===== src/hw/vtc_pkg.sv =====
// package for the fixed voltage reference and temperature indicator control block
// Behaviour
// - control bit 7 switches the fixed voltage reference on when 1 and off when 0.
// - control bit 6 reads 1 only while the reference output is usable, 0 when unsettled or disabled.
// - on the standard-voltage variant the ready bit always reads 1.
// - control bit 5 enables the temperature indicator when set and disables it when cleared.
// - control bit 4 picks the indicator range, 1 for the high range and 0 for the low range.
// - control bits 3:2 set the comparator reference gain: 00 off, 01 1x, 10 2x, 11 4x.
// - control bits 1:0 set the ADC reference gain with the same coding.
// - every writable control bit clears to 0 on any reset.
// - the indicator output is routed to its own dedicated ADC input channel.
// - after enabling, the ready bit stays low until the reference circuits have settled.
package vtc_pkg;

    // register bus geometry
    localparam int ADDR_W = 2;
    localparam int DATA_W = 8;

    // register offsets
    localparam logic [ADDR_W-1:0] CTRL_ADDR = 2'h0;
    localparam logic [ADDR_W-1:0] STATUS_ADDR = 2'h1;
    localparam logic [ADDR_W-1:0] MASK_ADDR = 2'h2;

    // control register field positions
    localparam int BIT_VREF_EN = 7;
    localparam int BIT_READY = 6;
    localparam int BIT_TEMP_EN = 5;
    localparam int BIT_TEMP_RNG = 4;
    localparam int CMP_GAIN_HI = 3;
    localparam int CMP_GAIN_LO = 2;
    localparam int ADC_GAIN_HI = 1;
    localparam int ADC_GAIN_LO = 0;

    // event status and mask field positions
    localparam int EV_READY_ROSE = 0;
    localparam int EV_TEMP_WAIT_DONE = 1;
    localparam int EV_TEMP_EARLY = 2;
    localparam int EV_W = 3;

    // reset values
    localparam logic [DATA_W-1:0] RD_ZERO = 8'h00;
    localparam logic [EV_W-1:0] EV_NONE = 3'h0;

    // timing
    localparam int CLK_HZ = 20_000_000;
    localparam int US_CYCLES = CLK_HZ / 1_000_000;
    localparam int TEMP_WAIT_US = 200;
    localparam int TEMP_WAIT_CYCLES = TEMP_WAIT_US * US_CYCLES;
    localparam int SETTLE_US_DEFAULT = 25;

    // reference gain coding
    typedef enum logic [1:0] {
        VTC_GAIN_OFF = 2'b00,
        VTC_GAIN_1X = 2'b01,
        VTC_GAIN_2X = 2'b10,
        VTC_GAIN_4X = 2'b11
    } vtc_gain_e;

    // writable control fields
    typedef struct packed {
        logic vref_enable;
        logic temp_indicator_enable;
        logic temp_range_select;
        vtc_gain_e comparator_ref_gain;
        vtc_gain_e adc_ref_gain;
    } vtc_ctrl_s;

    localparam vtc_ctrl_s CTRL_RESET = '{1'b0, 1'b0, 1'b0, VTC_GAIN_OFF, VTC_GAIN_OFF};

endpackage


===== src/hw/vtc_top.sv =====
// control and status register for the fixed voltage reference and temperature indicator
//
// Implementation choices: the strobed register port and the register addresses.
`timescale 1ns/1ps
module vtc_top #(
    parameter bit LOW_VOLTAGE_VARIANT = 1'b1,
    parameter int SETTLE_US = vtc_pkg::SETTLE_US_DEFAULT,
    parameter int TEMP_WAIT_US = vtc_pkg::TEMP_WAIT_US
) (
    input wire logic sys_clk_in,
    input wire logic rst_in,
    input wire logic [vtc_pkg::ADDR_W-1:0] addr_in,
    input wire logic [vtc_pkg::DATA_W-1:0] wdata_in,
    input wire logic wr_in,
    input wire logic rd_in,
    output logic [vtc_pkg::DATA_W-1:0] rdata_out,
    input wire logic adc_temp_select_in,
    input wire logic adc_conv_start_in,
    output logic vref_enable_out,
    output logic vref_ready_out,
    output logic temp_indicator_enable_out,
    output logic temp_range_select_out,
    output vtc_pkg::vtc_gain_e comparator_ref_gain_out,
    output vtc_pkg::vtc_gain_e adc_ref_gain_out,
    output logic temp_chan_route_out,
    output logic temp_acq_ready_out,
    output logic irq_out
);
    generate
        if (SETTLE_US < 1 || TEMP_WAIT_US < 1) begin : g_bad_time
            $error("vtc_top needs settle and wait times of at least 1 us");
        end
    endgenerate

    localparam int DIV_W = $clog2(vtc_pkg::US_CYCLES);
    localparam logic [DIV_W-1:0] DIV_LAST = DIV_W'(vtc_pkg::US_CYCLES - 1);

    // microsecond tick divider
    logic [DIV_W-1:0] div_reg, div_next;
    logic tick;

    always_comb begin
        div_next = div_reg + DIV_W'(1);
        if (div_reg == DIV_LAST) begin
            div_next = '0;
        end
    end

    always_ff @(posedge sys_clk_in) begin
        if (rst_in) begin
            div_reg <= '0;
        end else begin
            div_reg <= div_next;
        end
    end

    assign tick = (div_reg == DIV_LAST);

    // bus decode
    logic wr_ctrl, wr_mask, rd_status;
    assign wr_ctrl = wr_in && (addr_in == vtc_pkg::CTRL_ADDR);
    assign wr_mask = wr_in && (addr_in == vtc_pkg::MASK_ADDR);
    assign rd_status = rd_in && (addr_in == vtc_pkg::STATUS_ADDR);

    // control register; the ready position of the write data is dropped here
    vtc_pkg::vtc_ctrl_s ctrl_reg, ctrl_next;

    always_comb begin
        ctrl_next = ctrl_reg;
        if (wr_ctrl) begin
            ctrl_next.vref_enable = wdata_in[vtc_pkg::BIT_VREF_EN];
            ctrl_next.temp_indicator_enable = wdata_in[vtc_pkg::BIT_TEMP_EN];
            ctrl_next.temp_range_select = wdata_in[vtc_pkg::BIT_TEMP_RNG];
            ctrl_next.comparator_ref_gain =
                vtc_pkg::vtc_gain_e'(wdata_in[vtc_pkg::CMP_GAIN_HI:vtc_pkg::CMP_GAIN_LO]);
            ctrl_next.adc_ref_gain =
                vtc_pkg::vtc_gain_e'(wdata_in[vtc_pkg::ADC_GAIN_HI:vtc_pkg::ADC_GAIN_LO]);
        end
    end

    always_ff @(posedge sys_clk_in) begin
        if (rst_in) begin
            ctrl_reg <= vtc_pkg::CTRL_RESET;
        end else begin
            ctrl_reg <= ctrl_next;
        end
    end

    // settling timer restarts whenever the reference is off
    logic settle_done;
    vtc_us_timer #(
        .LIMIT_US(SETTLE_US)
    ) u_settle (
        .sys_clk_in(sys_clk_in),
        .rst_in(rst_in),
        .tick_in(tick),
        .restart_in(1'b0),
        .run_in(ctrl_reg.vref_enable),
        .done_out(settle_done),
        .done_pulse_out()
    );

    // standard-voltage parts have no usable settling status, so ready is tied high
    logic ready;
    assign ready = LOW_VOLTAGE_VARIANT ? (ctrl_reg.vref_enable && settle_done) : 1'b1;

    logic ready_prev_reg, ready_prev_next;
    logic temp_sel_prev_reg, temp_sel_prev_next;

    always_comb begin
        ready_prev_next = ready;
        temp_sel_prev_next = adc_temp_select_in;
    end

    always_ff @(posedge sys_clk_in) begin
        if (rst_in) begin
            // standard parts hold ready high, so start from that level to avoid a false rise event
            ready_prev_reg <= ~LOW_VOLTAGE_VARIANT;
            temp_sel_prev_reg <= 1'b0;
        end else begin
            ready_prev_reg <= ready_prev_next;
            temp_sel_prev_reg <= temp_sel_prev_next;
        end
    end

    // acquisition wait restarts on channel switch and on every conversion of the channel
    logic temp_restart, temp_conv, acq_done, acq_done_pulse;
    assign temp_conv = adc_conv_start_in && adc_temp_select_in;
    assign temp_restart = (adc_temp_select_in && !temp_sel_prev_reg) || temp_conv;

    vtc_us_timer #(
        .LIMIT_US(TEMP_WAIT_US)
    ) u_temp_wait (
        .sys_clk_in(sys_clk_in),
        .rst_in(rst_in),
        .tick_in(tick),
        .restart_in(temp_restart),
        .run_in(adc_temp_select_in && ctrl_reg.temp_indicator_enable),
        .done_out(acq_done),
        .done_pulse_out(acq_done_pulse)
    );

    // sticky events; a set in the clearing cycle survives the read
    logic [vtc_pkg::EV_W-1:0] status_reg, status_next;
    logic [vtc_pkg::EV_W-1:0] mask_reg, mask_next;
    logic [vtc_pkg::EV_W-1:0] ev_set;

    always_comb begin
        ev_set = vtc_pkg::EV_NONE;
        ev_set[vtc_pkg::EV_READY_ROSE] = ready && !ready_prev_reg;
        ev_set[vtc_pkg::EV_TEMP_WAIT_DONE] = acq_done_pulse;
        ev_set[vtc_pkg::EV_TEMP_EARLY] = temp_conv && !acq_done;
        status_next = rd_status ? (ev_set) : (status_reg | ev_set);
        mask_next = wr_mask ? wdata_in[vtc_pkg::EV_W-1:0] : mask_reg;
    end

    always_ff @(posedge sys_clk_in) begin
        if (rst_in) begin
            status_reg <= vtc_pkg::EV_NONE;
            mask_reg <= vtc_pkg::EV_NONE;
        end else begin
            status_reg <= status_next;
            mask_reg <= mask_next;
        end
    end

    // read data stand for exactly one cycle, zero otherwise
    logic [vtc_pkg::DATA_W-1:0] rdata_reg, rdata_next;
    logic [vtc_pkg::DATA_W-1:0] ctrl_view;

    always_comb begin
        ctrl_view = vtc_pkg::RD_ZERO;
        ctrl_view[vtc_pkg::BIT_VREF_EN] = ctrl_reg.vref_enable;
        ctrl_view[vtc_pkg::BIT_READY] = ready;
        ctrl_view[vtc_pkg::BIT_TEMP_EN] = ctrl_reg.temp_indicator_enable;
        ctrl_view[vtc_pkg::BIT_TEMP_RNG] = ctrl_reg.temp_range_select;
        ctrl_view[vtc_pkg::CMP_GAIN_HI:vtc_pkg::CMP_GAIN_LO] = ctrl_reg.comparator_ref_gain;
        ctrl_view[vtc_pkg::ADC_GAIN_HI:vtc_pkg::ADC_GAIN_LO] = ctrl_reg.adc_ref_gain;
        rdata_next = vtc_pkg::RD_ZERO;
        if (rd_in) begin
            case (addr_in)
                vtc_pkg::CTRL_ADDR: rdata_next = ctrl_view;
                vtc_pkg::STATUS_ADDR: rdata_next[vtc_pkg::EV_W-1:0] = status_reg;
                vtc_pkg::MASK_ADDR: rdata_next[vtc_pkg::EV_W-1:0] = mask_reg;
                default: rdata_next = vtc_pkg::RD_ZERO;
            endcase
        end
    end

    always_ff @(posedge sys_clk_in) begin
        if (rst_in) begin
            rdata_reg <= vtc_pkg::RD_ZERO;
        end else begin
            rdata_reg <= rdata_next;
        end
    end

    // outputs to the analog side, the register bus and the interrupt line
    assign rdata_out = rdata_reg;
    assign vref_enable_out = ctrl_reg.vref_enable;
    assign vref_ready_out = ready;
    assign temp_indicator_enable_out = ctrl_reg.temp_indicator_enable;
    assign temp_range_select_out = ctrl_reg.temp_range_select;
    assign comparator_ref_gain_out = ctrl_reg.comparator_ref_gain;
    assign adc_ref_gain_out = ctrl_reg.adc_ref_gain;
    assign temp_chan_route_out = ctrl_reg.temp_indicator_enable && adc_temp_select_in;
    assign temp_acq_ready_out = acq_done;
    assign irq_out = |(status_reg & mask_reg);

    // checks
    property p_vref_en_write;
        @(posedge sys_clk_in) disable iff (rst_in)
        wr_ctrl |=> (vref_enable_out == $past(wdata_in[vtc_pkg::BIT_VREF_EN]));
    endproperty
    a_vref_en_write: assert property (p_vref_en_write) else $error("reference enable did not follow write");

    property p_ready_needs_enable;
        @(posedge sys_clk_in) disable iff (rst_in)
        (LOW_VOLTAGE_VARIANT && !vref_enable_out) |-> !vref_ready_out;
    endproperty
    a_ready_needs_enable: assert property (p_ready_needs_enable) else $error("ready high while disabled");

    property p_ready_standard;
        @(posedge sys_clk_in) disable iff (rst_in)
        !LOW_VOLTAGE_VARIANT |-> (vref_ready_out && rd_in && addr_in == vtc_pkg::CTRL_ADDR
            ##1 rdata_out[vtc_pkg::BIT_READY]) or !(rd_in && addr_in == vtc_pkg::CTRL_ADDR);
    endproperty
    a_ready_standard: assert property (p_ready_standard) else $error("standard variant ready not 1");

    property p_temp_fields;
        @(posedge sys_clk_in) disable iff (rst_in)
        wr_ctrl |=> (temp_indicator_enable_out == $past(wdata_in[vtc_pkg::BIT_TEMP_EN]))
            && (temp_range_select_out == $past(wdata_in[vtc_pkg::BIT_TEMP_RNG]));
    endproperty
    a_temp_fields: assert property (p_temp_fields) else $error("temperature fields did not follow write");

    property p_range_hold;
        @(posedge sys_clk_in) disable iff (rst_in)
        !wr_ctrl |=> $stable(temp_range_select_out);
    endproperty
    a_range_hold: assert property (p_range_hold) else $error("range changed without a write");

    property p_cmp_gain;
        @(posedge sys_clk_in) disable iff (rst_in)
        wr_ctrl |=> (comparator_ref_gain_out == $past(wdata_in[vtc_pkg::CMP_GAIN_HI:vtc_pkg::CMP_GAIN_LO]));
    endproperty
    a_cmp_gain: assert property (p_cmp_gain) else $error("comparator gain wrong");

    property p_adc_gain;
        @(posedge sys_clk_in) disable iff (rst_in)
        wr_ctrl |=> (adc_ref_gain_out == $past(wdata_in[vtc_pkg::ADC_GAIN_HI:vtc_pkg::ADC_GAIN_LO]));
    endproperty
    a_adc_gain: assert property (p_adc_gain) else $error("ADC gain wrong");

    property p_reset_clear;
        @(posedge sys_clk_in)
        rst_in |=> !vref_enable_out && !temp_indicator_enable_out && !temp_range_select_out
            && comparator_ref_gain_out == vtc_pkg::VTC_GAIN_OFF && adc_ref_gain_out == vtc_pkg::VTC_GAIN_OFF;
    endproperty
    a_reset_clear: assert property (p_reset_clear) else $error("control not cleared by reset");

    property p_route;
        @(posedge sys_clk_in) disable iff (rst_in)
        temp_chan_route_out == (temp_indicator_enable_out && adc_temp_select_in);
    endproperty
    a_route: assert property (p_route) else $error("indicator channel routing wrong");

    property p_early_flag;
        @(posedge sys_clk_in) disable iff (rst_in)
        (temp_conv && !temp_acq_ready_out) |=> status_reg[vtc_pkg::EV_TEMP_EARLY];
    endproperty
    a_early_flag: assert property (p_early_flag) else $error("early conversion not flagged");

    property p_settle_low;
        @(posedge sys_clk_in) disable iff (rst_in)
        (LOW_VOLTAGE_VARIANT && $rose(vref_enable_out)) |-> !vref_ready_out [*8];
    endproperty
    a_settle_low: assert property (p_settle_low) else $error("ready rose before settling");

    property p_ready_write_ignored;
        @(posedge sys_clk_in) disable iff (rst_in)
        (LOW_VOLTAGE_VARIANT && wr_ctrl && wdata_in[vtc_pkg::BIT_READY] && !vref_enable_out)
            |=> !vref_ready_out;
    endproperty
    a_ready_write_ignored: assert property (p_ready_write_ignored) else $error("ready bit was writable");

    property p_ready_needs_settle;
        @(posedge sys_clk_in) disable iff (rst_in)
        (LOW_VOLTAGE_VARIANT && $rose(vref_ready_out)) |-> $past(vref_enable_out) && $past(vref_enable_out, 8);
    endproperty
    a_ready_needs_settle: assert property (p_ready_needs_settle) else $error("ready rose without settling");

    property p_acq_needs_route;
        @(posedge sys_clk_in) disable iff (rst_in)
        !temp_chan_route_out |=> !temp_acq_ready_out;
    endproperty
    a_acq_needs_route: assert property (p_acq_needs_route) else $error("acq ready off channel");

    property p_acq_min_wait;
        @(posedge sys_clk_in) disable iff (rst_in)
        $rose(temp_chan_route_out) |-> !temp_acq_ready_out [*8];
    endproperty
    a_acq_min_wait: assert property (p_acq_min_wait) else $error("acquisition wait too short");

    property p_conv_restarts;
        @(posedge sys_clk_in) disable iff (rst_in)
        temp_conv |=> !temp_acq_ready_out [*8];
    endproperty
    a_conv_restarts: assert property (p_conv_restarts) else $error("conversion did not restart wait");

endmodule // vtc_top


===== src/hw/vtc_us_timer.sv =====
// microsecond interval timer driven by a shared one-cycle tick
`timescale 1ns/1ps
module vtc_us_timer #(
    parameter int LIMIT_US = 200
) (
    input wire logic sys_clk_in,
    input wire logic rst_in,
    input wire logic tick_in,
    input wire logic restart_in,
    input wire logic run_in,
    output logic done_out,
    output logic done_pulse_out
);
    localparam int CW = $clog2(LIMIT_US + 2);
    // one extra tick because the first tick after restart may come early
    localparam logic [CW-1:0] LAST = CW'(LIMIT_US);

    generate
        if (LIMIT_US < 1) begin : g_bad_limit
            $error("vtc_us_timer needs LIMIT_US of at least 1");
        end
    endgenerate

    logic [CW-1:0] count_reg, count_next;
    logic done_reg, done_next;
    logic pulse_reg, pulse_next;

    // count ticks until the limit, then hold done until restarted or run_in drops
    always_comb begin
        count_next = count_reg;
        done_next = done_reg;
        pulse_next = 1'b0;
        if (restart_in || !run_in) begin
            count_next = '0;
            done_next = 1'b0;
        end else if (tick_in && !done_reg) begin
            if (count_reg == LAST) begin
                done_next = 1'b1;
                pulse_next = 1'b1;
            end else begin
                count_next = count_reg + CW'(1);
            end
        end
    end

    always_ff @(posedge sys_clk_in) begin
        if (rst_in) begin
            count_reg <= '0;
            done_reg <= 1'b0;
            pulse_reg <= 1'b0;
        end else begin
            count_reg <= count_next;
            done_reg <= done_next;
            pulse_reg <= pulse_next;
        end
    end

    assign done_out = done_reg;
    assign done_pulse_out = pulse_reg;
endmodule // vtc_us_timer


===== config.mk =====
export PLATFORM = sky130hd
export DESIGN_NAME = vtc_top
export DESIGN_NICKNAME = d
export VERILOG_FILES = /design/src/hw/vtc_pkg.sv /design/src/hw/vtc_top.sv /design/src/hw/vtc_us_timer.sv
export SDC_FILE = /design/constraint.sdc
export NUM_CORES = 1
export LEC_CHECK = 0
export BUFFER_PORTS_ARGS = -buffer_cell sky130_fd_sc_hd__buf_2
export CAP_MARGIN = 20
export CELL_PAD_IN_SITES_DETAIL_PLACEMENT = 2
export CELL_PAD_IN_SITES_GLOBAL_PLACEMENT = 2
export CORE_MARGIN = 2
export CORE_UTILIZATION = 30
export DETAILED_ROUTE_END_ITERATION = 7
export PLACE_DENSITY = 0.85
export SLEW_MARGIN = 15
export SYNTH_ARGS = -nofsm -noshare
export SYNTH_HDL_FRONTEND = slang
export SYNTH_HIERARCHICAL = 1
export SYNTH_SLANG_ARGS = --single-unit

===== constraint.sdc =====
create_clock -name sys_clk_in -period 2.3 [get_ports sys_clk_in]
set_clock_uncertainty 0.1 [all_clocks]
set_input_delay 0.115 -clock sys_clk_in [delete_from_list [all_inputs] [get_ports sys_clk_in]]
set_output_delay 0.115 -clock sys_clk_in [all_outputs]
set_load 0.02 [all_outputs]

Word level (Yosys, flattened, before mapping)
Index checks and enable logic that the tools add are counted.
{"block": "totals", "n_memories": 0, "latchBits": 0, "regBits": 44, "inputBits": 16, "ramBits": 0, "romBits": 0, "elab_cells": 66, "output_inout_bits": 19}
{"block": "op_classes", "div_mod_pow": 0, "n_mul": 0, "shifts": 0, "n_lt_le_gt_ge": 0, "n_reduce_logical": 30, "n_addsub": 3, "bitwise_logic": 8, "mux": 3, "n_eq_ne": 5}
{"op": "$logic_and 1x1->1", "n": 11}
{"op": "$add 5x1->5 const B", "n": 2}
{"op": "$eq 5x5->1 const B", "n": 2}
{"op": "$pmux 3 s3", "n": 1}
{"op": "$reduce_or 3->1", "n": 3}
{"op": "$add 8x1->8 const B", "n": 1}
{"op": "$eq 8x8->1 const B", "n": 1}
{"op": "$reduce_and 2->1", "n": 4}
{"op": "$reduce_or 2->1", "n": 4}
{"op": "$not 1->1", "n": 6}
{"op": "$logic_not 1->1", "n": 5}
{"op": "$and 3x3->3", "n": 1}
{"op": "$mux 3", "n": 1}
{"op": "$or 3x3->3", "n": 1}
{"op": "$eq 2x1->1 const B", "n": 1}
{"op": "$eq 2x2->1 const B", "n": 1}
{"op": "$logic_not 2->1", "n": 1}
{"op": "$logic_or 1x1->1", "n": 2}
{"op": "$mux 1", "n": 1}

Longest topological paths before layout
{"block": "logic_depth", "word_depth": 5, "depth_mapped": 6, "mapped_depth_nobuf": 6}

Cells and area by module
The synthesis kept the hierarchy.
{"module": "vtc_top", "cells_per_inst": 109, "seq_area_each_um2": 560.5, "instances": 1, "area_each_um2": 1077.3}
{"module": "vtc_us_timer at u_temp_wait", "cells_per_inst": 57, "seq_area_each_um2": 200.2, "instances": 1, "area_each_um2": 506.7}
{"module": "vtc_us_timer at u_settle", "cells_per_inst": 38, "seq_area_each_um2": 140.1, "instances": 1, "area_each_um2": 335.3}

Worst setup path before layout
No wires, ideal clock.
{"block": "synth_timing", "path_type": "reg2reg", "from": "register div_reg[0]", "to": "register u_temp_wait.count_reg[5]", "setup_slack_ns": 0.092, "path_stages_with_launch": 7, "setup_time_ns": 0.135, "required_ns": 2.065, "period_less_slack_ns": 2.208, "t_arrival_ns": 1.973, "path_buffers": 0, "cell_sequence": "dfxtp_1 -> ha_1 -> nand2_1 -> nor3_1 -> nand4b_1 -> o311ai_0 -> o41ai_1"}
{"block": "synth_between", "elab_chain_cells": 3}
{"element": "start: declaration", "line": "vtc_top.sv:39", "rtl": "logic [DIV_W-1:0] div_reg, div_next;"}
{"element": "start signal: assignment", "line": "vtc_top.sv:53", "rtl": "div_reg <= div_next;"}
{"element": "$eq 5x5->1", "line": "vtc_top.sv:57", "rtl": "assign tick = (div_reg == DIV_LAST);"}
{"element": "net tick", "line": "vtc_top.sv:40", "rtl": "logic tick;"}
{"element": "$logic_and 1x1->1", "line": "vtc_us_timer.sv:36", "rtl": "end else if (tick_in && !done_reg) begin"}
{"element": "$reduce_and 2->1 (no source line)"}
{"element": "end signal: assignment", "line": "vtc_us_timer.sv:52", "rtl": "count_reg <= count_next;"}
{"element": "end: declaration", "line": "vtc_us_timer.sv:24", "rtl": "logic [CW-1:0] count_reg, count_next;"}
The timed path passes the listed nets, and every way through them passes these cells.
A chain may end at the register's enable or synchronous reset.

Worst setup path after layout
Same ends and word-level chain as after synthesis.

==> impl_metrics.py <==
metrics = {
    "setup_path": {
        "crit_required_ns": 2.38,
        "slowest_delay_ns": 0.41,
        "crit_chain": "ha_1 -> nand2_1 -> nor3_1 -> nand4b_1 -> o311ai_0 -> o41ai_1",
        "slowest_stage": "o311ai_0",
        "critPathMaxFanout": 6,
        "worstSetupPathType": "flip-flop to flip-flop",
        "end_kind": "flip-flop",
        "worstSetupStartpointType": "flip-flop",
        "crit_arrival_ns": 2.22,
    },
    "layout": {
        "design_area_mm2": 0.002315,
        "finalCoreUtilization_pct": 38.64,
        "synthToLayoutAreaGrowth_pct": 22.84,
        "layout_commonest_cell": "dfxtp_1",
        "nNetsFinal": 265,
        "fin_cells": 320,
        "mostFrequentLayoutCells": "dfxtp_1 (44), buf_2 (33), nand2_1 (16), nor2_1 (16)",
        "antenna_cells": 0,
        "final_layout_size_suffix_gt1_share_pct": 21.63,
    },
    "global_route": {
        "grt_pass1_wl_um": 8749,
        "grt_pass1_vias": 1746,
        "grt_overflow": 0,
        "grt_max_degree": 25,
        "grt_antenna_before_repair": 0,
        "grt_use_total_pct": 15.54,
    },
    "detailed_routing": {
        "drc": 0,
        "drt_iter0_markers": 43,
        "routed_wirelength_um": 5104,
        "first_pass_iters": 4,
        "vias": 1623,
        "final_antenna_net_count": 0,
        "via_per_inst": 5.072,
        "avgRoutedWirePerCell_um": 15.95,
    },
    "sta": {
        "finalHoldViolations": 0,
        "hold_ws_ns": 0.06183,
        "slew_headroom_pct": 45.63,
        "fin_crit_sh_pct": 93.02,
        "setup-violations-final": 0,
        "tightest_slew_ns": 0.8121,
        "setup_tns_ns": 0,
        "period_minus_slack_ns": 2.140,
        "finalMaxSlewViolations": 0,
        "grt_setup_unrepaired": "false",
        "fmax_mhz": 467.4,
    },
    "placed_design": {
        "dp_hpwl_um": 3719,
        "io_buffers": 33,
        "dp.cells": 303,
        "place_area_mm2": 0.002110,
        "place.gp.congestion": 0.6965,
    },
    "floorplan": {
        "io_pins": 35,
        "die_h_um": 83.25,
        "start_util_pct": 31.45,
        "core_area_mm2": 0.005991,
        "die_width_um": 83.25,
        "dieArea_mm2": 0.006931,
        "rows": 28,
    },
    "flow_run": {
        "maxCapViolations": 0,
    },
    "outcome": {
        "status": "finished, final reports clean",
    },
    "logic_synthesis": {
        "syn-num-nets": 221,
        "yosys_warnings": 6,
        "syn-instance-count": 200,
        "syn_avg_cell_area_um2": 9.422,
        "netlist_area_mm2": 0.001884,
    },
    "cts": {
        "numClockSinks": 44,
        "cts.clk_slew.worst_paths_ns": 0.10,
        "clock-root-buffer": "clkbuf_8",
        "clk_path_buf_depth": 2,
        "clock_latency_ns": 0.30,
        "cts_buffers": 5,
        "cts_max_level": 2,
        "cts_tree": "built",
        "post_cts_buffers": 0,
    },
    "power_and_ir_drop": {
        "p_leak_nw": 0.9051,
        "p_per_area_mw_per_mm2": 648.6,
        "ir_drop_mv": 0.3194,
    },
    "worst_hold_path": {
        "hp-class": "input port to flip-flop",
    },
}
==> path summary, 6_finish.rpt <==
check | slack (ns) | to | cells past startpoint | start
hold / removal | 0.06 | rdata_out[6] | 2 | addr_in[1]
setup / recovery | 0.16 | u_temp_wait/count_reg[5] | 6 | div_reg[0]
hold reg to reg | 0.36 | status_reg[1] | 2 | u_temp_wait/done_pulse_out
setup reg to reg | 0.16 | u_temp_wait/count_reg[5] | 6 | div_reg[0]
==> power breakdown <==
part           total (mW)  internal (mW)  switching [mW]
logic              0.0926         0.0428          0.0497
registers           0.785          0.775          0.0108
clock network       0.623          0.328           0.296
==> per-stage QoR <==
stage	setup WS, ns	total power, mW
6_report	0.1605	1.501
5_1_grt	0.02970	1.569
4_1_cts	0.1245	1.518
3_5_place_dp	0.1902	0.8838
3_3_place_gp	0.3198	0.8767
2_1_floorplan	0.09225	0.8498
==> routing by layer <==
layer	share of wire [%]	GRT usage, %	vias to the layer above
li1	-	-	789
met3	3.2	3.678	5
met1	43	18.29	803
met2	52	27.71	26
met5	0	0	-
met4	1.3	4.918	0
==> critical path: cells and delay by family (launching register included) <==
kind            cells  cell delay [ns]
compound gates      2             0.53
fa+ha+maj           1             0.26
flops               1             0.36
simple gates        3             0.77
==> cell type report <==
class                   count  area [um^2]
fillers                   665         3676
multi-input cells         140        920.9
flip-flops and latches     44        880.8
repair buffers             44        270.3
well taps                  75        93.84
clock buffers               5        68.82
clock inverters             3        46.29
inverters                   9        33.78
==> what timing repair did <==
| item | in CTS | in global routing |
|---|---|---|
| gates resized for setup | 0 | 1 |
| endpoints found under the hold margin | 12 | 0 |
| hold buffers | 9 | 0 |
| endpoints found under the setup margin | 0 | 1 |
Note: power is estimated with default switching activity, not from simulation.
